$ cat config.mk
export PLATFORM = sky130hd
export DESIGN_NAME = decrement_file_register_exec
export DESIGN_NICKNAME = d
export VERILOG_FILES = /design/src/design/dec_alu.v /design/src/design/decrement_file_register_exec.v
export VERILOG_INCLUDE_DIRS = /design/src /design/src/shared
export SDC_FILE = /design/constraint.sdc
export NUM_CORES = 1
export LEC_CHECK = 0
export ABC_AREA = 1
export BUFFER_PORTS_ARGS = -buffer_cell sky130_fd_sc_hd__buf_2
export CAP_MARGIN = 0
export CORE_MARGIN = 4
export CORE_UTILIZATION = 45
export CTS_BUF_LIST = sky130_fd_sc_hd__clkbuf_8
export DETAILED_ROUTE_END_ITERATION = 6
export PLACE_DENSITY = 0.7
export SLEW_MARGIN = 25
export SYNTH_ARGS = -nofsm -noshare
export SYNTH_HDL_FRONTEND = slang
export SYNTH_SLANG_ARGS = --single-unit
$ cat constraint.sdc
create_clock -name core_clk -period 2.9 [get_ports core_clk]
set_input_delay 0.435 -clock core_clk [delete_from_list [all_inputs] [get_ports core_clk]]
set_output_delay 0.435 -clock core_clk [all_outputs]
set_load 0.005 [all_outputs]
$ cat src/shared/dec_exec_map.vh
// constants for the decrement and decimal-adjust execution block
`ifndef DEC_EXEC_MAP_VH
`define DEC_EXEC_MAP_VH
// ---------------------------------------------------------------
// opcode fields
// ---------------------------------------------------------------
`define OPC_DEC_TOP      6'h01
`define OPC_ADJ_WORD     16'h0007
`define OPC_TOP_HI       15
`define OPC_TOP_LO       10
`define OPC_DEST_BIT     9
`define OPC_ACC_BIT      8
// ---------------------------------------------------------------
// addressing
// ---------------------------------------------------------------
`define LIT_OFS_LIMIT    8'h5f
`define ACC_HI_SPLIT     8'h60
`define ACC_BANK_LO      4'h0
`define ACC_BANK_HI      4'hf
// ---------------------------------------------------------------
// arithmetic constants
// ---------------------------------------------------------------
`define DEC_ONE          8'h01
`define BCD_NINE         4'h9
`define BCD_SIX          4'h6
// ---------------------------------------------------------------
// quarter-cycle one-hot states
// ---------------------------------------------------------------
`define Q_BITS           4
`define Q1_ST            4'h1
`define Q2_ST            4'h2
`define Q3_ST            4'h4
`define Q4_ST            4'h8
`endif

$ cat src/design/dec_alu.v
// combinational decrement and decimal-adjust arithmetic
`timescale 1ns/100ps
`include "dec_exec_map.vh"
module dec_alu (
    input  wire [7:0] opnd,      // byte read in q2
    input  wire       sel_adj,   // high for decimal adjust
    input  wire       c_in,      // current carry flag
    input  wire       nib_c_in,  // current digit carry flag
    output reg  [7:0] res,       // result byte
    output reg        c_out,     // new carry
    output reg        nib_c_out, // new digit carry
    output reg        ovf_out,   // new overflow
    output reg        n_out,     // new negative
    output reg        z_out      // new zero
);
    reg [4:0] lo;
    reg [4:0] hi;
    // ---------------------------------------------------------------
    // arithmetic
    // ---------------------------------------------------------------
    // decrement as add of two's complement so carry means no borrow
    always @* begin
        lo = 5'h00;
        hi = 5'h00;
        res = 8'h00;
        c_out = c_in;
        nib_c_out = nib_c_in;
        ovf_out = 1'b0;
        if (sel_adj) begin
            if (opnd[3:0] > `BCD_NINE || nib_c_in) begin // RULE8
                lo = {1'b0, opnd[3:0]} + {1'b0, `BCD_SIX};
            end else begin
                lo = {1'b0, opnd[3:0]};
            end
            // low-nibble overflow propagates into the high nibble
            hi = {1'b0, opnd[7:4]} + {4'h0, lo[4]};
            if (hi > {1'b0, `BCD_NINE} || c_in) begin // RULE9
                hi = hi + {1'b0, `BCD_SIX};
                c_out = 1'b1;
            end else if (hi[4]) begin
                c_out = 1'b1;
            end
            res = {hi[3:0], lo[3:0]};
        end else begin
            // RULE1
            res = opnd - `DEC_ONE;
            c_out = (opnd != 8'h00);
            nib_c_out = (opnd[3:0] != 4'h0);
            ovf_out = (opnd == 8'h80);
        end
        n_out = res[7];
        z_out = (res == 8'h00);
    end
endmodule

$ cat src/design/decrement_file_register_exec.v
// execution unit for byte decrement and decimal adjust of working register
//
// Function
// (RULE1) subtract one from addressed byte; update carry, digit carry, negative, overflow, zero
// (RULE2) destination bit clear: result to working register, memory untouched
// (RULE3) destination bit set: result written back to the same location
// (RULE4) access bit clear: address resolved within the fixed access bank
// (RULE5) access bit set: bank selection register picks the memory bank
// (RULE6) access clear, extended set on, address at or below 5fh: indexed literal
// (RULE7) decode 000001 d a f opcode; q1 decode, q2 read, q3 process, q4 write
// (RULE8) decimal adjust: low nibble plus six if above nine or digit carry
// (RULE9) decimal adjust: high nibble plus six, carry set, if above nine or carry
`timescale 1ns/100ps
`include "dec_exec_map.vh"
module decrement_file_register_exec #(
    parameter ADDR_W = 12             // data memory address width
) (
    input  wire              core_clk,        // core clock
    input  wire              sys_rst,         // sync reset, active high
    input  wire              instr_valid,     // new instruction word offered in q1
    input  wire [15:0]       instr_word,      // instruction word
    input  wire [3:0]        bank_selection_register, // bank for banked access
    input  wire              ext_instr_en,    // extended instruction set enabled
    input  wire [ADDR_W-1:0] index_base,      // index pointer for literal offsets
    input  wire [7:0]        wreg_in,         // working register current value
    input  wire [7:0]        status_c_in,     // unused high bits zero; bit0 carry
    input  wire              digit_carry_flag_in, // current digit carry
    input  wire [7:0]        mem_rdata,       // data memory read data
    output reg  [ADDR_W-1:0] mem_addr,        // data memory address
    output reg               mem_rd,          // read strobe in q2
    output reg               mem_wr,          // write strobe in the q1 after q4
    output reg  [7:0]        mem_wdata,       // write data
    output reg               wreg_wr,         // working register write strobe
    output reg  [7:0]        wreg_wdata,      // working register new value
    output reg               flags_wr,        // flag update strobe
    output reg               carry_flag,      // new carry
    output reg               digit_carry_flag, // new digit carry
    output reg               negative_flag,   // new negative
    output reg               overflow_flag,   // new overflow
    output reg               zero_flag,       // new zero
    output reg               busy             // high from q2 to q4
);
    // ---------------------------------------------------------------
    // state and latches
    // ---------------------------------------------------------------
    reg [`Q_BITS-1:0] q_q;
    reg               is_dec_q;
    reg               is_adj_q;
    reg               dest_q;
    reg [7:0]         opnd_q;
    reg [7:0]         res_q;
    reg               c_q;
    reg               nib_c_q;
    reg               n_q;
    reg               ovf_q;
    reg               z_q;

    // one-hot phase codes of the instruction cycle
    localparam [`Q_BITS-1:0] ST_Q1 = `Q1_ST; // decode
    localparam [`Q_BITS-1:0] ST_Q2 = `Q2_ST; // read
    localparam [`Q_BITS-1:0] ST_Q3 = `Q3_ST; // process
    localparam [`Q_BITS-1:0] ST_Q4 = `Q4_ST; // write

    wire [7:0] alu_res;
    wire       alu_c;
    wire       alu_nib_c;
    wire       alu_ovf;
    wire       alu_n;
    wire       alu_z;

    // ---------------------------------------------------------------
    // decode
    // ---------------------------------------------------------------
    wire dec_hit = (instr_word[`OPC_TOP_HI:`OPC_TOP_LO] == `OPC_DEC_TOP); // RULE7
    wire adj_hit = (instr_word == `OPC_ADJ_WORD);
    wire [7:0] f_ad = instr_word[7:0];
    wire acc_bit = instr_word[`OPC_ACC_BIT];
    // a recognised instruction is in flight; gates the working-register data and flag write-back
    wire do_exec = is_dec_q | is_adj_q;

    // address formation, combinational from the offered word
    reg [ADDR_W-1:0] ea;
    always @* begin
        ea = {ADDR_W{1'b0}};
        if (acc_bit) begin
            ea = {bank_selection_register, f_ad}; // RULE5
        end else if (ext_instr_en && f_ad <= `LIT_OFS_LIMIT) begin
            ea = index_base + {{(ADDR_W-8){1'b0}}, f_ad}; // RULE6
        end else if (f_ad < `ACC_HI_SPLIT) begin
            ea = {`ACC_BANK_LO, f_ad}; // RULE4
        end else begin
            ea = {`ACC_BANK_HI, f_ad}; // RULE4
        end
    end

    // ---------------------------------------------------------------
    // arithmetic instance
    // ---------------------------------------------------------------
    dec_alu u_alu (
        .opnd   (opnd_q),
        .sel_adj  (is_adj_q),
        .c_in     (status_c_in[0]),
        .nib_c_in (digit_carry_flag_in),
        .res      (alu_res),
        .c_out    (alu_c),
        .nib_c_out(alu_nib_c),
        .ovf_out  (alu_ovf),
        .n_out  (alu_n),
        .z_out  (alu_z)
    );

    // ---------------------------------------------------------------
    // quarter-cycle sequencer
    // ---------------------------------------------------------------
    // free-running ring, one instruction per four core clocks; words are
    // only looked at in q1, so an offer made later simply waits its turn
    always @(posedge core_clk) begin
        if (sys_rst) begin
            q_q <= ST_Q1;
        end else begin
            case (q_q)
                ST_Q1: begin
                    q_q <= ST_Q2; // RULE7
                end
                ST_Q2: begin
                    q_q <= ST_Q3;
                end
                ST_Q3: begin
                    q_q <= ST_Q4;
                end
                ST_Q4: begin
                    q_q <= ST_Q1;
                end
                default: begin
                    // a corrupted ring restarts at decode
                    q_q <= ST_Q1;
                end
            endcase
        end
    end

    // ---------------------------------------------------------------
    // decode latches, q1
    // ---------------------------------------------------------------
    // the kind of instruction is kept for the whole cycle so that a word
    // changing after q1 cannot disturb the later phases
    always @(posedge core_clk) begin
        if (sys_rst) begin
            is_dec_q <= 1'b0;
            is_adj_q <= 1'b0;
            dest_q   <= 1'b0;
            mem_addr <= {ADDR_W{1'b0}};
            mem_rd   <= 1'b0;
            busy     <= 1'b0;
        end else begin
            mem_rd <= 1'b0;
            if (q_q == ST_Q1) begin
                is_dec_q <= instr_valid & dec_hit; // RULE7
                is_adj_q <= instr_valid & adj_hit;
                dest_q   <= instr_word[`OPC_DEST_BIT];
                mem_addr <= ea;
                mem_rd   <= instr_valid & dec_hit;
                busy     <= instr_valid & (dec_hit | adj_hit);
            end else if (q_q == ST_Q4) begin
                busy <= 1'b0;
            end
        end
    end

    // ---------------------------------------------------------------
    // operand capture, q2, and result latch, q3
    // ---------------------------------------------------------------
    // memory data must stand while the read strobe is high; it is taken
    // at the edge that ends the strobe, so no extra wait state is needed
    always @(posedge core_clk) begin
        if (sys_rst) begin
            opnd_q <= 8'h00;
            res_q  <= 8'h00;
            {c_q, nib_c_q, n_q, ovf_q, z_q} <= 5'h00;
        end else if (q_q == ST_Q2) begin
            opnd_q <= is_adj_q ? wreg_in : mem_rdata;
        end else if (q_q == ST_Q3) begin
            res_q <= alu_res;
            {c_q, nib_c_q, n_q, ovf_q, z_q} <= {alu_c, alu_nib_c, alu_n, alu_ovf, alu_z};
        end
    end

    // ---------------------------------------------------------------
    // write-back, q4
    // ---------------------------------------------------------------
    // strobes last one clock; data and flags move only with a strobe, so
    // a refused word leaves every output but mem_addr as it was
    always @(posedge core_clk) begin
        if (sys_rst) begin
            mem_wr     <= 1'b0;
            mem_wdata  <= 8'h00;
            wreg_wr    <= 1'b0;
            wreg_wdata <= 8'h00;
            flags_wr   <= 1'b0;
            {carry_flag, digit_carry_flag, negative_flag} <= 3'h0;
            {overflow_flag, zero_flag} <= 2'h0;
        end else begin
            mem_wr   <= 1'b0;
            wreg_wr  <= 1'b0;
            flags_wr <= 1'b0;
            if (q_q == ST_Q4 && is_dec_q) begin
                mem_wr    <= dest_q; // RULE3
                mem_wdata <= res_q; // RULE3
                wreg_wr   <= ~dest_q; // RULE2
            end
            if (q_q == ST_Q4 && is_adj_q) begin
                wreg_wr <= 1'b1; // RULE8
            end
            if (q_q == ST_Q4 && do_exec) begin
                wreg_wdata       <= res_q;
                flags_wr         <= 1'b1; // RULE1
                carry_flag       <= c_q;
                digit_carry_flag <= nib_c_q;
                negative_flag    <= n_q;
                overflow_flag    <= ovf_q;
                zero_flag        <= z_q;
            end
        end
    end
endmodule

==> results of run 1 <==
-- per-layer routing --
layer	global-route usage (%)	vias to the layer above
met2	31.1	87
met3	3.64	9
met4	7.71	0
met5	0	-
met1	26.2	1536
li1	-	1848
-- cells in the mapped netlist (all sizes together) --
master / instances / area (um^2)
a21boi: 1 / 7.51
a21o: 1 / 7.51
a21oi: 54 / 274
a31oi: 11 / 68.8
and2: 1 / 6.26
buf: 14 / 110
clkbuf: 9 / 33.8
dfxtp: 64 / 1280
fa: 1 / 20.0
ha: 17 / 213
inv: 51 / 194
nand2: 125 / 477
nand3: 33 / 170
nand4: 3 / 18.8
nor2: 41 / 166
nor3: 3 / 15.0
nor4: 4 / 55.1
o2111ai: 1 / 8.76
o211ai: 6 / 45.0
o21a: 1 / 7.51
o21ai: 48 / 240
o32ai: 1 / 8.76
o41ai: 1 / 8.76
or2: 4 / 25.0
xnor2: 3 / 26.3
xor2: 5 / 43.8
-- registers in the layout, summed over array words and instances (netlist names), 4 cells and up --
register and count:
q_q 4, wreg_wdata 8, opnd_q 8, mem_wdata 8, mem_addr 12, res_q 8
-- cells in the final DEF, fill, tap and decap left out, drive strengths merged, types with 3 or more instances in the layout --
| cell type | instances |
|---|---|
| nand2 | 125 |
| buf | 104 |
| dfxtp | 64 |
| a21oi | 54 |
| inv | 51 |
| o21ai | 48 |
| nor2 | 41 |
| nand3 | 33 |
| ha | 17 |
| a31oi | 11 |
| clkbuf | 9 |
| o211ai | 6 |
| xor2 | 5 |
| or2 | 4 |
| nor4 | 4 |
| xnor2 | 3 |
| nand4 | 3 |
| nor3 | 3 |
| bufinv | 3 |
| clkinv | 3 |
-- critical path: cells and delay by family, from the launching register on --
kind / cells / cell delay (ns)
compound gates: 2 / 0.24
buf+inv: 2 / 0.09
simple gates: 15 / 1.25
flops: 1 / 0.37
fa+ha+maj: 4 / 0.66
-- cell type report --
class | count | area (um^2) | share of cell area [%]
Multi-Input combinational cell | 365 | 2020 | 45.5
Sequential cell | 64 | 1290 | 29.0
Timing Repair Buffer | 104 | 557 | 12.6
Inverter | 51 | 196 | 4.44
Tap cell | 102 | 128 | 2.88
Clock buffer | 9 | 124 | 2.80
Clock inverter | 7 | 120 | 2.71
-- logic make-up after synthesis --
group / count (synthesis) / share of synthesized area [%]
compound gates: 125 / 19.2
simple gates: 214 / 26.4
fa+ha+maj: 18 / 6.59
xor+xnor: 8 / 1.98
buf+inv: 74 / 9.56
flops: 64 / 36.3
-- path summary, 6_finish.rpt --
path	start	endpoint	slack (ns)
worst max-delay path	opnd_q[1]$_SDFFE_PP0P_	z_q$_SDFFE_PP0P_	0.23
worst min-delay path	instr_word[9]	dest_q$_SDFFE_PP0P_	0.34
worst max register to register	opnd_q[1]$_SDFFE_PP0P_	z_q$_SDFFE_PP0P_	0.23
worst min register to register	mem_wdata[0]$_SDFFE_PP0P_	mem_wdata[0]$_SDFFE_PP0P_	0.46
-- power groups by stage --
stage | Clock (mW) | Combinational (mW) | Sequential, mW
after global routing | 0.996 | 0.750 | 1.02
final | 0.940 | 0.650 | 1.01
after floorplan | 0 | 0.414 | 1.02
after detailed placement | 0 | 0.602 | 1.03
after CTS | 0.956 | 0.605 | 1.01
after global placement | 0 | 0.590 | 1.02
-- timing repair --
item / CTS / global route
endpoints found under the setup margin: 0 / 5
buffers inserted: 0 / 4
endpoints found under the hold margin: 0 / 0
resized for setup: 0 / 32
==> flow_summary.ini, run 1 <==
[outcome]
outcome = complete, no violations

[power]
power.density_nw_per_um2 = 588
p_seq_share_pct = 38.9
ir_worst_vdd_v = 0.000382
p_comb_share_pct = 25.0
p_leak_nw = 2.06
pwr-share-clk_pct = 36.1
p_sw_mw = 0.812
swShare_pct = 31.2
finalPower_mw = 2.60
internal-power_mw = 1.79

[placed_design]
pre_cts_ws_ns = 0.0785
place.gp.congestion = 0.871
io_buffers = 91
dpl_cell_area_um2 = 4040
hpwl_um = 6380
placedCellCount = 682

[critical_path]
cpMostUsedCell = nand2_2
start_kind = flop
arrival_ns = 2.95
crit_path_max_incr_delay_ns = 0.37
critical_path_class = flop to flop
ff2ff_path_depth = 23
cp-end-kind = flop
worstPathRequired_ns = 3.18
crit_fanout = 4
crit_chain = inv_4 -> ha_4 -> nand2_4 -> nand3_2 -> nand2_2 -> nand2_2 -> a21oi_2 -> ha_2 -> ha_4 -> inv_1 -> nand2_1 -> and2_4 -> ha_4 -> nand2_1 -> nand2_2 -> nand3_2 -> nand2_2 -> nand3_1 -> nand2_1 -> nand2_2 -> nor2_2 -> nand2_1 -> a21oi_1
critical-path-slowest-cell = dfxtp_4

[timing]
slew_violations = 0
period_share_pct = 92.0
worst_pin_slew_ns = 0.762
fin_setup_tns_ns = 0
finalSetupViolCount = 0
hold_slack_ns = 0.342
hold_viol = 0
fin_crit_ns = 2.67
timing.fmax_mhz = 375
fin_worst_skew_ns = 0.00564
setup_slack_ns = 0.232
max_slew_margin_pct = 48.8

[global_routing]
grt_start_max_net_pins = 40
gr-usage-all-layers_pct = 19.6
grt_pass1_vias = 3198
grt_pass1_wl_um = 14400
grt_overflow_total = 0
antenna_found_initial = 0

[layout]
final_area_um2 = 4430
antenna_cells = 0
finalNetCount = 674
final_cells = 702
utilization_pct = 57.6
drive_above_1_share_pct = 26.7
area_growth_pct = 25.4
fillerInstances = 791

[routing]
wl_per_cell_um = 12.6
vias_per_cell = 4.96
wl_met2_um = 4110
vias = 3480
wirelength_um = 8830
routed.top_layer = met4
ant_nets = 0
dr.pass1.iters = 4
initialDrtViolationCount = 112
wl_met3_um = 501
drt-met1-wl_um = 4120
drcViolationCount = 0

[cts]
cts_buffers = 9
cts_tree = done
htree_num_levels = 3
clock_latency_ns = 0.34
clock-sinks = 64
ctsHoldBuffers = 0
clockBufferDepth = 2
cts_root_buf = clkbuf_8
cts.reportedPaths.clkPinSlew_ns = 0.08

[min_path]
holdPathStages = 3
hp-class = input port to flop

[logic_synthesis]
syn_area_per_cell_um2 = 7.02
yosysWarnings = 0
ys_seq_area_share_pct = 36.3
synthCells = 503
syn-num-nets = 582
synth.distinct_cells = 38
syn_area_um2 = 3530
ys_ff_latch = 64

[die]
ios = 99
rows = 32
core-area_um2 = 7690
floorplan.initialDensity_pct = 45.9
die_w_um = 96.6
die_h_um = 96.6
die_area_um2 = 9330

[run]
maxCapViolCount = 0
No activity file was read; power rests on OpenSTA's default activity.
==> run 2, diff against run 1 <==
SYNTH_HIERARCHICAL = 1   (was unset)
==> flow_summary.ini, run 2 <==
[logic_synthesis]
syn_area_per_cell_um2 = 6.85
ys_seq_area_share_pct = 34.3
synth.distinct_cells = 40
synth_commonest_cells = 134 x nand2_1, 68 x nor2_1, 66 x dfxtp_1, 50 x inv_1, 47 x o21ai_0
synth.largest_area_cell = dfxtp_1
syn-num-nets = 642
synth-edff-count = 0
ys.flop_type = dfxtp_1
yosysMostFrequentCell = nand2_1
yosysWarnings = 6
ys_ff_latch = 66
synthArstFlopShare_pct = 0
synth_top_area_share_pct = 34.3
syn_area_um2 = 3860
synthCells = 563
synth_area_leaders = dfxtp_1 34%, nand2_1 13%, nor2_1 6.6%

[timing]
slew_violations = 0
setup_slack_ns = 0.195
rsz0062_at_grt = yes
fin_crit_ns = 2.70
max_slew_margin_pct = 48.6
fin_setup_tns_ns = 0
period_share_pct = 93.3
worst_pin_slew_ns = 0.769
timing.fmax_mhz = 370
finalSetupViolCount = 0
fin_worst_skew_ns = 0.0156
hold_viol = 0

[die]
die_w_um = 101
die_h_um = 101
rows = 33
ios = 99
floorplan.initialDensity_pct = 46.7
die_area_um2 = 10100
core-area_um2 = 8260

[cts]
cts_buffers = 9
cts.reportedPaths.clkPinSlew_ns = 0.08
clock-sinks = 66
cts_tree = done
clock_latency_ns = 0.34
cts_root_buf = clkbuf_8
clockBufferDepth = 2
htree_num_levels = 3

[placed_design]
pre_cts_ws_ns = 0.0161
place.gp.congestion = 0.929
dpl_cell_area_um2 = 4350
hpwl_um = 7270
io_buffers = 91
placedCellCount = 745

[outcome]
outcome = complete, no violations

[critical_path]
critical_path_class = flop to flop
worstPathRequired_ns = 3.19
cp-end-kind = flop
crit_fanout = 4
start_kind = flop
arrival_ns = 2.99

[power]
power.density_nw_per_um2 = 552
internal-power_mw = 1.67
p_leak_nw = 2.10
pwr-share-clk_pct = 31.1
p_comb_share_pct = 28.0
p_seq_share_pct = 40.9
ir_worst_vdd_v = 0.000239
finalPower_mw = 2.54
p_sw_mw = 0.869
swShare_pct = 34.3

[global_routing]
grt_pass1_vias = 3527
grt_pass1_wl_um = 15700
antenna_found_initial = 0
gr-usage-all-layers_pct = 18.8
grt_start_max_net_pins = 36
grt_overflow_total = 0

[routing]
vias = 3857
initialDrtViolationCount = 192
drcViolationCount = 0
wirelength_um = 9440
ant_nets = 0
wl_per_cell_um = 12.4
dr.pass1.iters = 4
vias_per_cell = 5.07

[layout]
mostFrequentLayoutCells = 132 x nand2_1, 91 x buf_2, 68 x nor2_1, 64 x dfxtp_1, 50 x inv_1
antenna_cells = 0
finalNetCount = 730
final_common_cell = nand2_1
largest_reg_flops = 12
multiInputGateArea_um2 = 2210
area_growth_pct = 19.1
regArea_um2 = 1320
final_area_um2 = 4590
drive_above_1_share_pct = 23.5
regMostFlops = mem_addr
final_cells = 761
fillerInstances = 866

[min_path]
hp-class = input port to flop

[run]
maxCapViolCount = 0
[run 2: cell count changes after synthesis, sizes merged, moves of 5 or more]
cell,change
nand4,+5
nand2,+17
nor2,+34
a21oi,-8
inv,+6
nand3,+7
[run 2: final cells by class]
class / instances / share of cell area (%)
inverter: 57 / 4.71
tap: 105 / 2.86
sequential: 66 / 28.8
multi-input combinational: 418 / 48.0
timing repair buffer: 99 / 11.2
clock inverter: 7 / 1.66
clock buffer: 9 / 2.70
[run 2: per-stage QoR]
| stage | util [%] | hold slack [ns] |
|---|---|---|
| 2_1_floorplan | - | 0.446 |
| 3_3_place_gp | 52.7 | 0.451 |
| 3_5_place_dp | 52.7 | 0.454 |
| 4_1_cts | 55.2 | 0.338 |
| 5_1_grt | 55.6 | 0.364 |
| 6_report | 55.6 | 0.348 |
[run 2: final timing paths]
check	from	endpoint	slack [ns]	cells past startpoint
worst max-delay path	opnd_q[1]$_SDFFE_PP0P_	z_q$_SDFFE_PP0P_	0.20	23
worst min-delay path	mem_rdata[1]	opnd_q[1]$_SDFFE_PP0P_	0.35	3
worst max register to register	opnd_q[1]$_SDFFE_PP0P_	z_q$_SDFFE_PP0P_	0.20	23
worst min register to register	mem_wdata[1]$_SDFFE_PP0P_	mem_wdata[1]$_SDFFE_PP0P_	0.46	2
[run 2: cell families after synthesis]
family                     after synthesis  share of synthesized area, %
DFF                                     66                          34.3
AOI/OAI and AO/OA                      113                          15.7
and+or+nand+nor                        281                          33.1
buffers and inverters                   79                          9.51
adders and majority gates               18                          6.03
xor gates and xnor gates                 6                          1.36
[run 2: power by group through the flow]
stage / Sequential (mW) / Combinational (mW) / Clock (mW)
5_1_grt: 1.05 / 0.816 / 0.846
3_5_place_dp: 1.06 / 0.697 / 0
4_1_cts: 1.04 / 0.701 / 0.808
3_3_place_gp: 1.05 / 0.683 / 0
2_1_floorplan: 1.05 / 0.516 / 0
6_report: 1.04 / 0.709 / 0.789
[run 2: what timing repair did]
action / in CTS / in global routing
pin swaps: 0 / 4
hold endpoints to repair: 0 / 0
resized for setup: 1 / 13
buffers inserted: 0 / 0
setup endpoints to repair: 1 / 5
hold buffers: 0 / 0
[run 2: routing by layer]
layer  share of wire, %  vias to the layer above  global-route usage (%)
met5                  0                        -                       0
met4                1.3                        0                    5.39
met3                6.0                       10                    3.94
met2                 44                      104                    29.9
met1                 48                     1718                    25.8
li1                   -                     2025                       -
[run 2: worst max-delay path, stage by stage (launching register included)]
cell     delay (ns)
dfxtp_2        0.35
inv_1          0.07
ha_1           0.19
nand2_2        0.08
nand3_4        0.09
nand2_2        0.07
nand2_1        0.06
a21oi_2        0.12
ha_2           0.21
ha_4           0.14
nand2_1        0.07
and2_4         0.15
ha_1           0.23
nand2_2        0.10
nand3_4        0.09
nand2_4        0.08
nand2_1        0.06
nand3_2        0.06
nand2_2        0.05
inv_2          0.04
nand2_1        0.04
nor2_1         0.09
o21ai_1        0.07
nor2_1         0.12
